==> config.mk <==
export PLATFORM = sky130hd
export DESIGN_NAME = tmrp_top
export DESIGN_NICKNAME = d
export VERILOG_FILES = /design/src/core/tmrp_pkg.sv /design/src/core/tmrp_top.sv
export SDC_FILE = /design/constraint.sdc
export NUM_CORES = 1
export LEC_CHECK = 0
export ABC_AREA = 0
export CAP_MARGIN = 10
export CORE_ASPECT_RATIO = 1.2
export CORE_MARGIN = 2
export CORE_UTILIZATION = 35
export DETAILED_ROUTE_END_ITERATION = 6
export DONT_BUFFER_PORTS = 1
export PLACE_DENSITY = 0.52
export SYNTH_ARGS = -nofsm -noshare
export SYNTH_HDL_FRONTEND = slang
export SYNTH_SLANG_ARGS = --single-unit
==> constraint.sdc <==
create_clock -name REF_CLK -period 3 [get_ports REF_CLK]
set_clock_uncertainty 0.15 [all_clocks]
set_input_delay 0.15 -clock REF_CLK [delete_from_list [all_inputs] [get_ports REF_CLK]]
set_output_delay 0.15 -clock REF_CLK [all_outputs]
set_load 0.01 [all_outputs]
==> src/core/tmrp_pkg.sv <==
// constants, field layouts and carrier types of the interval timer pair block
package tmrp_pkg;

  // register indices: byte address is four times the index
  localparam logic [9:0] TMRP_RUN_IDX    = 10'h020;
  localparam logic [9:0] TMRP_T0_CMP_IDX = 10'h022;
  localparam logic [9:0] TMRP_T1_CMP_IDX = 10'h023;
  localparam logic [9:0] TMRP_MODE_A_IDX = 10'h024;
  localparam logic [9:0] TMRP_MODE_B_IDX = 10'h025;
  localparam logic [9:0] TMRP_T2_CMP_IDX = 10'h026;
  localparam logic [9:0] TMRP_T3_CMP_IDX = 10'h027;
  localparam logic [9:0] TMRP_FFCTL_IDX  = 10'h028;
  localparam logic [9:0] TMRP_DBUF_IDX   = 10'h029;

  // values after reset
  localparam logic [7:0] TMRP_RUN_RST   = 8'h00;
  localparam logic [7:0] TMRP_MODE_RST  = 8'h00;
  localparam logic [3:0] TMRP_FFCTL_RST = 4'h0;
  localparam logic [1:0] TMRP_DBUF_RST  = 2'h0;
  localparam logic [7:0] TMRP_CMP_RST   = 8'h00;
  localparam logic [7:0] TMRP_CNT_RST   = 8'h00;

  // run register field positions
  localparam int TMRP_RUN_PRE_BIT = 7;

  // prescaler: 11-bit counter running at fc, with the taps used by the timers
  localparam int          TMRP_PRE_W     = 11;
  localparam logic [10:0] TMRP_PRE_RST   = 11'h000;
  localparam logic [10:0] TMRP_T1_MASK   = 11'h007;
  localparam logic [10:0] TMRP_T4_MASK   = 11'h01f;
  localparam logic [10:0] TMRP_T16_MASK  = 11'h07f;
  localparam logic [10:0] TMRP_T256_MASK = 11'h7ff;

  // operating modes of a pair
  localparam logic [1:0] TMRP_M_8BIT  = 2'h0;
  localparam logic [1:0] TMRP_M_16BIT = 2'h1;
  localparam logic [1:0] TMRP_M_PPG   = 2'h2;
  localparam logic [1:0] TMRP_M_PWM   = 2'h3;

  // lower timer clock selects
  localparam logic [1:0] TMRP_LCLK_EXT = 2'h0;
  localparam logic [1:0] TMRP_LCLK_T1  = 2'h1;
  localparam logic [1:0] TMRP_LCLK_T4  = 2'h2;
  localparam logic [1:0] TMRP_LCLK_T16 = 2'h3;

  // upper timer clock selects
  localparam logic [1:0] TMRP_HCLK_MATCH = 2'h0;
  localparam logic [1:0] TMRP_HCLK_T1    = 2'h1;
  localparam logic [1:0] TMRP_HCLK_T16   = 2'h2;
  localparam logic [1:0] TMRP_HCLK_T256  = 2'h3;

  // pwm cycle length codes and their 2^n-1 end values
  localparam logic [7:0] TMRP_PWM6_END = 8'h3f;
  localparam logic [7:0] TMRP_PWM7_END = 8'h7f;
  localparam logic [7:0] TMRP_PWM8_END = 8'hff;

  // output flip-flop commands
  localparam logic [1:0] TMRP_FF_INV  = 2'h0;
  localparam logic [1:0] TMRP_FF_SET  = 2'h1;
  localparam logic [1:0] TMRP_FF_CLR  = 2'h2;
  localparam logic [1:0] TMRP_FF_KEEP = 2'h3;

  // field positions of the flip-flop control register, per pair
  localparam int TMRP_FFCTL_PAIR_W = 4;

  // mode register of one pair
  typedef struct packed {
    logic [1:0] pwm_len;
    logic [1:0] mode;
    logic [1:0] hi_clk;
    logic [1:0] lo_clk;
  } tmrp_mode_t;

  // flip-flop control of one pair
  typedef struct packed {
    logic       inv_sel;
    logic       inv_en;
    logic [1:0] cmd;
  } tmrp_ffctl_t;

  // decoded bus request
  typedef struct packed {
    logic       wr;
    logic [9:0] idx;
    logic [7:0] data;
  } tmrp_wreq_t;

endpackage : tmrp_pkg

==> src/core/tmrp_top.sv <==
// two pairs of cascadable 8-bit interval timers with output flip-flops and apb registers
//
// Our own choice: register access over APB.
`timescale 1ns/1ps
`default_nettype none

module tmrp_top
  import tmrp_pkg::*;
(
  // clock and reset
  input  wire logic        REF_CLK,
  input  wire logic        RESETN,
  // apb slave
  input  wire logic        PSEL,
  input  wire logic        PENABLE,
  input  wire logic        PWRITE,
  input  wire logic [11:0] PADDR,
  input  wire logic [31:0] PWDATA,
  input  wire logic [3:0]  PSTRB,
  output logic      [31:0] PRDATA,
  output logic             PREADY,
  output logic             PSLVERR,
  // external count clock of timer 0
  input  wire logic        TIMER0_EXT_CLK,
  // timer outputs
  output logic             PAIR_A_OUTPUT_PIN,
  output logic             PAIR_B_OUTPUT_PIN,
  // interrupt pulses
  output logic             TIMER0_INTERRUPT,
  output logic             TIMER1_INTERRUPT,
  output logic             TIMER2_INTERRUPT,
  output logic             TIMER3_INTERRUPT
);

  logic [7:0]            run_control_register;
  tmrp_mode_t            mode_q [2];
  tmrp_ffctl_t           ffctl_q [2];
  logic [1:0]            double_buffer_control;
  logic [TMRP_PRE_W-1:0] pre_cnt;
  logic                  tick_t1;
  logic                  tick_t4;
  logic                  tick_t16;
  logic                  tick_t256;
  logic                  ext_s1;
  logic                  ext_s2;
  logic                  ext_s3;
  logic                  ext_tick;
  tmrp_wreq_t            wreq;
  logic                  idx_ok;
  logic                  mapped;
  logic [31:0]           next_prdata;
  logic [1:0]            out_ff;
  logic [3:0]            irq_q;

  // zero wait states: every access completes in its first access cycle
  assign PREADY = 1'b1;

  // writes take effect only in the access phase; low byte lane carries the data
  always_comb begin
    wreq.wr   = PSEL & PENABLE & PWRITE & PSTRB[0] & idx_ok;
    wreq.idx  = PADDR[11:2];
    wreq.data = PWDATA[7:0];
  end

  // address decode, misaligned addresses count as unmapped
  always_comb begin
    unique case (PADDR[11:2])
      TMRP_RUN_IDX, TMRP_T0_CMP_IDX, TMRP_T1_CMP_IDX, TMRP_MODE_A_IDX,
      TMRP_MODE_B_IDX, TMRP_T2_CMP_IDX, TMRP_T3_CMP_IDX, TMRP_FFCTL_IDX,
      TMRP_DBUF_IDX: mapped = 1'b1;
      default:       mapped = 1'b0;
    endcase
    idx_ok = mapped & (PADDR[1:0] == 2'h0);
  end

  // read mux; flip-flop state and compare values are deliberately absent
  always_comb begin
    next_prdata = 32'h0000_0000;
    unique case (PADDR[11:2])
      TMRP_RUN_IDX:    next_prdata = {24'h00_0000, run_control_register};
      TMRP_MODE_A_IDX: next_prdata = {24'h00_0000, mode_q[0]};
      TMRP_MODE_B_IDX: next_prdata = {24'h00_0000, mode_q[1]};
      TMRP_FFCTL_IDX:  next_prdata = {24'h00_0000, ffctl_q[1].inv_sel, ffctl_q[1].inv_en,
                                      TMRP_FF_KEEP, ffctl_q[0].inv_sel, ffctl_q[0].inv_en,
                                      TMRP_FF_KEEP};
      TMRP_DBUF_IDX:   next_prdata = {30'h0000_0000, double_buffer_control};
      default:         next_prdata = 32'h0000_0000;
    endcase
  end

  // read data and error are captured in the setup phase so they come from flip-flops
  always_ff @(posedge REF_CLK or negedge RESETN) begin
    if (!RESETN) begin
      PRDATA  <= 32'h0000_0000;
      PSLVERR <= 1'b0;
    end else if (PSEL && !PENABLE) begin
      PRDATA  <= PWRITE ? 32'h0000_0000 : next_prdata;
      PSLVERR <= ~idx_ok;
    end
  end

  // run control register
  always_ff @(posedge REF_CLK or negedge RESETN) begin
    if (!RESETN) begin
      run_control_register <= TMRP_RUN_RST;
    end else if (wreq.wr && wreq.idx == TMRP_RUN_IDX) begin
      run_control_register <= wreq.data;
    end
  end

  // mode registers
  always_ff @(posedge REF_CLK or negedge RESETN) begin
    if (!RESETN) begin
      mode_q[0] <= TMRP_MODE_RST;
      mode_q[1] <= TMRP_MODE_RST;
    end else if (wreq.wr) begin
      if (wreq.idx == TMRP_MODE_A_IDX) begin
        mode_q[0] <= wreq.data;
      end
      if (wreq.idx == TMRP_MODE_B_IDX) begin
        mode_q[1] <= wreq.data;
      end
    end
  end

  // flip-flop control: inversion enable and select are stored, commands act once
  always_ff @(posedge REF_CLK or negedge RESETN) begin
    if (!RESETN) begin
      ffctl_q[0] <= TMRP_FFCTL_RST;
      ffctl_q[1] <= TMRP_FFCTL_RST;
    end else if (wreq.wr && wreq.idx == TMRP_FFCTL_IDX) begin
      ffctl_q[0] <= {wreq.data[3:2], TMRP_FF_KEEP};
      ffctl_q[1] <= {wreq.data[7:6], TMRP_FF_KEEP};
    end
  end

  // double buffer enables, off after reset
  always_ff @(posedge REF_CLK or negedge RESETN) begin
    if (!RESETN) begin
      double_buffer_control <= TMRP_DBUF_RST;
    end else if (wreq.wr && wreq.idx == TMRP_DBUF_IDX) begin
      double_buffer_control <= wreq.data[1:0];
    end
  end

  // prescaler held at zero while stopped, so a start always counts from zero
  always_ff @(posedge REF_CLK or negedge RESETN) begin
    if (!RESETN) begin
      pre_cnt <= TMRP_PRE_RST;
    end else if (!run_control_register[TMRP_RUN_PRE_BIT]) begin
      pre_cnt <= TMRP_PRE_RST;
    end else begin
      pre_cnt <= pre_cnt + 11'h001;
    end
  end

  // prescaler taps: one-cycle enables at fc/8, fc/32, fc/128 and fc/2048
  always_comb begin
    tick_t1   = run_control_register[TMRP_RUN_PRE_BIT] &
                ((pre_cnt & TMRP_T1_MASK) == TMRP_T1_MASK);
    tick_t4   = run_control_register[TMRP_RUN_PRE_BIT] &
                ((pre_cnt & TMRP_T4_MASK) == TMRP_T4_MASK);
    tick_t16  = run_control_register[TMRP_RUN_PRE_BIT] &
                ((pre_cnt & TMRP_T16_MASK) == TMRP_T16_MASK);
    tick_t256 = run_control_register[TMRP_RUN_PRE_BIT] &
                ((pre_cnt & TMRP_T256_MASK) == TMRP_T256_MASK);
  end

  // external clock pin: two-stage synchroniser, edge found from the second stage on
  always_ff @(posedge REF_CLK or negedge RESETN) begin
    if (!RESETN) begin
      ext_s1 <= 1'b0;
      ext_s2 <= 1'b0;
      ext_s3 <= 1'b0;
    end else begin
      ext_s1 <= TIMER0_EXT_CLK;
      ext_s2 <= ext_s1;
      ext_s3 <= ext_s2;
    end
  end

  assign ext_tick = ext_s2 & ~ext_s3;

  // one pair of timers per iteration
  for (genvar p = 0; p < 2; p++) begin : g_pair
    localparam logic [9:0] LO_IDX = (p == 0) ? TMRP_T0_CMP_IDX : TMRP_T2_CMP_IDX;
    localparam logic [9:0] HI_IDX = (p == 0) ? TMRP_T1_CMP_IDX : TMRP_T3_CMP_IDX;

    tmrp_mode_t  md;
    tmrp_ffctl_t fc;
    logic        lo_run;
    logic        hi_run;
    logic        dbuf_en;
    logic [7:0]  lo_cnt;
    logic [7:0]  hi_cnt;
    logic [7:0]  lo_cmp;
    logic [7:0]  hi_cmp;
    logic [7:0]  lo_shadow;
    logic        hold;
    logic        lo_tick;
    logic        hi_tick;
    logic [7:0]  lo_next;
    logic [7:0]  hi_next;
    logic        lo_ovf;
    logic        lo_hit;
    logic        hi_hit;
    logic [15:0] wide_next;
    logic        match16;
    logic        ppg_end;
    logic        ppg_duty;
    logic [7:0]  pwm_top;
    logic        pwm_end;
    logic        pwm_duty;
    logic        lo_clear;
    logic        hi_clear;
    logic        irq_lo;
    logic        irq_hi;
    logic        hw_toggle;
    logic        load_shadow;
    logic        wr_lo;
    logic        wr_hi;
    logic        ff_cmd_wr;
    logic [1:0]  ff_cmd;

    assign md      = mode_q[p];
    assign fc      = ffctl_q[p];
    assign lo_run  = run_control_register[2*p];
    assign hi_run  = run_control_register[2*p+1];
    assign dbuf_en = double_buffer_control[p];
    assign wr_lo   = wreq.wr && wreq.idx == LO_IDX;
    assign wr_hi   = wreq.wr && wreq.idx == HI_IDX;

    // lower count clock; the second pair has no external pin and stays still on it
    always_comb begin
      unique case (md.lo_clk)
        TMRP_LCLK_EXT: lo_tick = lo_run & ((p == 0) ? ext_tick : 1'b0);
        TMRP_LCLK_T1:  lo_tick = lo_run & tick_t1;
        TMRP_LCLK_T4:  lo_tick = lo_run & tick_t4;
        TMRP_LCLK_T16: lo_tick = lo_run & tick_t16;
      endcase
    end

    // lower comparator; a zero value means the full 256 count
    always_comb begin
      lo_next = lo_cnt + 8'h01;
      lo_ovf  = lo_tick & (lo_cnt == 8'hff);
      lo_hit  = lo_tick & ((lo_cmp == 8'h00) ? (lo_cnt == 8'hff)
                                             : (lo_next == lo_cmp));
    end

    // upper count clock: cascade forces the lower overflow
    always_comb begin
      if (md.mode == TMRP_M_16BIT) begin
        hi_tick = hi_run & lo_ovf;
      end else begin
        unique case (md.hi_clk)
          TMRP_HCLK_MATCH: hi_tick = hi_run & lo_hit;
          TMRP_HCLK_T1:    hi_tick = hi_run & tick_t1;
          TMRP_HCLK_T16:   hi_tick = hi_run & tick_t16;
          TMRP_HCLK_T256:  hi_tick = hi_run & tick_t256;
        endcase
      end
    end

    // upper comparator
    always_comb begin
      hi_next = hi_cnt + 8'h01;
      hi_hit  = hi_tick & ((hi_cmp == 8'h00) ? (hi_cnt == 8'hff)
                                             : (hi_next == hi_cmp));
    end

    // cascade: both halves must agree at once, and never while suspended
    always_comb begin
      wide_next = {hi_cnt, lo_cnt} + 16'h0001;
      match16   = lo_tick & ~hold &
                  (({hi_cmp, lo_cmp} == 16'h0000) ? ({hi_cnt, lo_cnt} == 16'hffff)
                                                  : (wide_next == {hi_cmp, lo_cmp}));
    end

    // pulse mode: lower compare sets duty, upper compare sets the cycle
    always_comb begin
      ppg_duty = lo_tick & (lo_next == lo_cmp);
      ppg_end  = lo_tick & ((hi_cmp == 8'h00) ? (lo_cnt == 8'hff)
                                              : (lo_next == hi_cmp));
    end

    // pwm on the lower timer: cycle ends at 2^n-1
    always_comb begin
      unique case (md.pwm_len)
        2'h1:    pwm_top = TMRP_PWM6_END;
        2'h2:    pwm_top = TMRP_PWM7_END;
        default: pwm_top = TMRP_PWM8_END;
      endcase
      pwm_end  = lo_tick & (lo_next == pwm_top);
      pwm_duty = lo_tick & (lo_next == lo_cmp);
    end

    // per-mode clear, interrupt and inversion sources
    always_comb begin
      lo_clear  = 1'b0;
      hi_clear  = 1'b0;
      irq_lo    = 1'b0;
      irq_hi    = 1'b0;
      hw_toggle = 1'b0;
      unique case (md.mode)
        TMRP_M_8BIT: begin
          lo_clear  = lo_hit;
          hi_clear  = hi_hit;
          irq_lo    = lo_hit;
          irq_hi    = hi_hit;
          hw_toggle = fc.inv_en & (fc.inv_sel ? hi_hit : lo_hit);
        end
        TMRP_M_16BIT: begin
          lo_clear  = match16;
          hi_clear  = match16;
          irq_hi    = match16;
          hw_toggle = fc.inv_en & match16;
        end
        TMRP_M_PPG: begin
          lo_clear  = ppg_end;
          irq_lo    = ppg_end;
          hw_toggle = fc.inv_en & (ppg_end | ppg_duty);
        end
        TMRP_M_PWM: begin
          lo_clear  = pwm_end;
          hi_clear  = hi_hit;
          irq_lo    = pwm_end;
          irq_hi    = hi_hit;
          hw_toggle = fc.inv_en & (pwm_end | pwm_duty);
        end
      endcase
      load_shadow = dbuf_en & (((md.mode == TMRP_M_PPG) & ppg_end) |
                               ((md.mode == TMRP_M_PWM) & pwm_end));
    end

    // lower up-counter; a cleared run bit holds it at zero
    always_ff @(posedge REF_CLK or negedge RESETN) begin
      if (!RESETN) begin
        lo_cnt <= TMRP_CNT_RST;
      end else if (!lo_run || lo_clear) begin
        lo_cnt <= TMRP_CNT_RST;
      end else if (lo_tick) begin
        lo_cnt <= lo_next;
      end
    end

    // upper up-counter; unused in pulse mode
    always_ff @(posedge REF_CLK or negedge RESETN) begin
      if (!RESETN) begin
        hi_cnt <= TMRP_CNT_RST;
      end else if (!hi_run || hi_clear || md.mode == TMRP_M_PPG) begin
        hi_cnt <= TMRP_CNT_RST;
      end else if (hi_tick) begin
        hi_cnt <= hi_next;
      end
    end

    // shadow buffer and lower compare share one address
    always_ff @(posedge REF_CLK or negedge RESETN) begin
      if (!RESETN) begin
        lo_shadow <= TMRP_CMP_RST;
        lo_cmp    <= TMRP_CMP_RST;
      end else begin
        if (wr_lo) begin
          lo_shadow <= wreq.data;
        end
        // with buffering on a write reaches only the shadow; a same-cycle load takes the old shadow value
        if (wr_lo && !dbuf_en) begin
          lo_cmp <= wreq.data;
        end else if (load_shadow) begin
          lo_cmp <= lo_shadow;
        end
      end
    end

    // upper compare register, unbuffered
    always_ff @(posedge REF_CLK or negedge RESETN) begin
      if (!RESETN) begin
        hi_cmp <= TMRP_CMP_RST;
      end else if (wr_hi) begin
        hi_cmp <= wreq.data;
      end
    end

    // cascade suspend: stops half-written 16-bit values from matching early
    always_ff @(posedge REF_CLK or negedge RESETN) begin
      if (!RESETN) begin
        hold <= 1'b0;
      end else if (wr_hi) begin
        hold <= 1'b0;
      end else if (wr_lo && md.mode == TMRP_M_16BIT) begin
        hold <= 1'b1;
      end
    end

    // software command for this pair's flip-flop
    assign ff_cmd_wr = wreq.wr && wreq.idx == TMRP_FFCTL_IDX;
    assign ff_cmd    = wreq.data[TMRP_FFCTL_PAIR_W*p +: 2];

    // output flip-flop; a software command overrides a same-cycle hardware toggle
    always_ff @(posedge REF_CLK or negedge RESETN) begin
      if (!RESETN) begin
        out_ff[p] <= 1'b0;
      end else if (ff_cmd_wr && ff_cmd != TMRP_FF_KEEP) begin
        unique case (ff_cmd)
          TMRP_FF_INV: out_ff[p] <= ~out_ff[p];
          TMRP_FF_SET: out_ff[p] <= 1'b1;
          TMRP_FF_CLR: out_ff[p] <= 1'b0;
          default:     out_ff[p] <= out_ff[p];
        endcase
      end else if (hw_toggle) begin
        out_ff[p] <= ~out_ff[p];
      end
    end

    // interrupt pulses registered for clean outputs
    always_ff @(posedge REF_CLK or negedge RESETN) begin
      if (!RESETN) begin
        irq_q[2*p]   <= 1'b0;
        irq_q[2*p+1] <= 1'b0;
      end else begin
        irq_q[2*p]   <= irq_lo;
        irq_q[2*p+1] <= irq_hi;
      end
    end
  end

  // one flip-flop per pair drives its own pin
  assign PAIR_A_OUTPUT_PIN = out_ff[0];
  assign PAIR_B_OUTPUT_PIN = out_ff[1];
  assign TIMER0_INTERRUPT  = irq_q[0];
  assign TIMER1_INTERRUPT  = irq_q[1];
  assign TIMER2_INTERRUPT  = irq_q[2];
  assign TIMER3_INTERRUPT  = irq_q[3];

endmodule // tmrp_top

`default_nettype wire

==> metrics.md <==
| Metric | Value |
|---|---|
| Synth Area in Compound Gates | 14.5% |
| Hold_buf cts | 17 |
| Worst slew pin tran | 0.601 ns |
| P_int | 3330 uW |
| Setup crit end kind | flip-flop |
| Buffers on Ports | 0 |
| Sequential group share of total power | 44.4% |
| Clk sinks | 141 |
| IO Count | 94 |
| Seq. cell area | 3540 sq um |
| Nets | 1188 |
| Placement Cell Area | 10200 sq um |
| MaxCap Viol Count | 0 |
| Core box area | 26200 sq um |
| Clk pin slew, worst setup/hold paths | 0.07 ns |
| Antenna violations before repair | 0 |
| Ranking of synthesized cells by area | dfrtp_1 (38%), xnor2_1 (6.1%), mux2_2 (5.5%) |
| Die Wd | 153 um |
| Adder-cell share of the synthesized area | 3.64% |
| Unique masters post-synth | 79 |
| Root buf cell | clkbuf_16 |
| Slew Limit Fails | 0 |
| CTS max path bufs | 2 |
| Crit Path Category | reg -> reg |
| Count leader, synth | dfrtp_1 |
| CP arrival | 3.19 ns |
| Status | finished with violations |
| Largest family of logic cells by synthesized area | simple AND/OR/NAND/NOR gates |
| Starting Density | 35.4% |
| YS warnings | 0 |
| Share of cells above drive strength 1 | 23.7% |
| Period utilization | 99.8% |
| Simple-Gate Fraction of Synth Area | 21.5% |
| Largest net degree at the start of global routing | 142 |
| Starting DRT DRC Count | 416 |
| Vias in the first global route | 7659 |
| Worst skew pair latency | 0.43 ns |
| Full die area | 27800 sq um |
| Lkg Pwr | 0.00477 uW |
| Total grt overflow | 0 |
| Clock power share | 53.8% |
| Final instance area | 11400 sq um |
| Final HPWL DP | 19.3 mm |
| Main flop type after synthesis | dfrtp_1 |
| Post-route DRC violation count | 0 |
| Critical Path Fanout Max | 3 |
| Pwr dens | 376 nW/um^2 |
| Hold slack | -0.742 ns |
| RSZ-0062 raised after global routing | true |
| CP Data Required Time | 3.20 ns |
| Post-synthesis instance total | 1013 |
| Post-Synth XOR/XNOR Area | 9.20% |
| Switch share | 22.4% |
| Core Rows | 65 |
| Sequential fraction of the synthesis area | 38.0% |
| Final WL | 26.6 mm |
| Yosys top cell by area | dfrtp_1 |
| Reg-to-Reg Start | pre_cnt[0] |
| Fmax | 334 MHz |
| Total global-route track usage | 19.1% |
| Worst setup path start | pre_cnt[0] |
| Worst hold path class | in -> async |
| Commonest cells post-synth | dfrtp_1 (141), nand2_1 (94), nor2_1 (66) |
| P_sw | 959 uW |
| Power share of the combinational group | 1.8% |
| CTS buffer count | 17 |
| Ys async rst share | 100% |
| Area Overhead vs Synth | 23.1% |
| Failing checks | negative hold slack |
| Vias/cell | 5.29 |
| Final hold violation count | 141 |
| Startpoint Class | flip-flop |
| Routed len/inst | 18.3 um |
| Post-Place Setup Slack | -0.116 ns |
| CTS tree | done |
| Maximum vdd ir drop | 0.332 mV |
| Post-synth EDFFs | 0 |
| Area occupied by multi-input gates | 5580 sq um |
| Antenna cells | 0 |
| First-pass GRT wire length | 42.4 mm |
| Drt pass-1 iters | 6 |
| # H-tree levels | 4 |
| Min cycle time layout | 3.00 ns |
| Worst Setup Slack, final | 0.00488 ns |
| Yosys top cell area share | 38.0% |
| Final Setup Violations | 0 |
| Via count | 7695 |
| Height of the die | 182 um |
| Synth Cell Area | 9280 sq um |
| Synthesized area per cell | 9.16 sq um |
| FILL cells | 2594 |
| #FFs+latches synth | 141 |
| Antenna-violating nets left | 0 |
| Worst slew margin | 59.8% |
| Post-synthesis mux area share | 6.86% |
| Gpl congestion | 0.859 |
==> sequential cells by signal (all words and copies together), names as in the netlist, 2 cells and up <==
name and count:
g_pair.hi_cmp 16, g_pair.hi_cnt 16, g_pair.lo_cmp 16, g_pair.lo_cnt 16
g_pair.lo_shadow 16, g_pair.md 16, pre_cnt 11, PRDATA 8
run_control_register 8, ffctl_q 4, double_buffer_control 2, g_pair.hold 2
==> worst paths after layout <==
kind | end | slack, ns | cells after the start
hold / removal | g_pair[0].hi_cnt[5] | -0.74 | 0
setup / recovery | PAIR_B_OUTPUT_PIN | 0.005 | 12
setup reg to reg | PAIR_B_OUTPUT_PIN | 0.005 | 12
max in group asynchronous | g_pair[0].lo_cnt[1] | 3.18 | 0
min in group REF_CLK | PRDATA[6] | 0.02 | 3
hold reg to reg | ext_s2 | 0.21 | 0
==> stage by stage <==
stage	util [%]	total power [uW]	TNS, ns	hold slack [ns]	cells
global route	43.6	4420	-1.41	-0.759	1455
CTS	42.4	4340	-0.0650	-0.755	1450
floorplan	-	2000	0	-0.296	1036
finish	43.6	4290	0	-0.742	1455
detailed placement	38.8	1980	-1.41	-0.291	1395
global placement	38.8	1980	-0.661	-0.292	1395
==> power by group through the flow <==
stage	registers, uW	clock network, uW	logic [uW]
2_1_floorplan	1940	0	61.7
6_report	1900	2310	77.5
3_5_place_dp	1940	0	36.3
5_1_grt	1900	2430	83.9
4_1_cts	1900	2360	76.4
3_3_place_gp	1940	0	36.1
==> timing repair <==
action	4_1_cts	5_1_grt
pin swaps	14	26
cloned	0	1
setup buffers	6	6
hold endpoints to repair	231	141
endpoints found under the setup margin	27	51
resized for setup	21	64
==> kinds of logic after synthesis <==
logic type / Yosys count
xor+xnor: 94
compound gates: 199
buf+inv: 116
mux: 58
fa+ha+maj: 27
flops: 141
simple gates: 376
other cells: 2
==> cell type report <==
| cell class | count | area share, % |
|---|---|---|
| Clock inverter | 15 | 1.85 |
| Inverter | 33 | 1.08 |
| Tap cell | 335 | 3.67 |
| Timing Repair Buffer | 135 | 9.89 |
| Sequential cell | 141 | 31.0 |
| Clock buffer | 17 | 3.72 |
| Multi-Input combinational cell | 779 | 48.8 |
==> worst max-delay path, stage by stage, from the launching register on <==
cell and delay [ns]:
dfrtp_1 0.35, ha_2 0.18, and3_4 0.19, ha_4 0.13, nand2_2 0.04, o21a_1 0.21, a21o_1 0.18, nor3b_2 0.23
or4b_4 0.51, o21ai_4 0.19, a2bb2oi_2 0.09, or3_1 0.31, a31oi_1 0.15
==> cells in the final DEF (no fill, tap or decap), drive strengths merged, types with 13 or more instances in the layout <==
cell type / Yosys / final
nor2: 67 / 67
a21oi: 35 / 35
and2: 22 / 22
dfrtp: 141 / 141
ha: 27 / 27
buf: 53 / 117
nor3: 27 / 27
xnor2: 65 / 65
clkbuf: 30 / 18
xor2: 27 / 27
and3: 16 / 16
mux2: 45 / 45
dlygate4sd3: 0 / 17
or3: 13 / 13
nor4: 20 / 20
inv: 33 / 36
nand3: 34 / 34
nand2: 94 / 94
mux2i: 13 / 13
nand4: 24 / 24
conb: 2 / 25
o21ai: 63 / 63
==> routing by layer <==
| metal | routed length, um | vias to the layer above | global-route usage (%) | part of all wire [%] |
|---|---|---|---|---|
| li1 | - | 3774 | - | - |
| met1 | 11600 | 3780 | 23.5 | 44 |
| met2 | 13800 | 109 | 34.4 | 52 |
| met3 | 600 | 32 | 2.78 | 2.3 |
| met4 | 585 | 0 | 6.00 | 2.2 |
| met5 | 0 | - | 0 | 0 |
(Power assumes the default switching activity.)
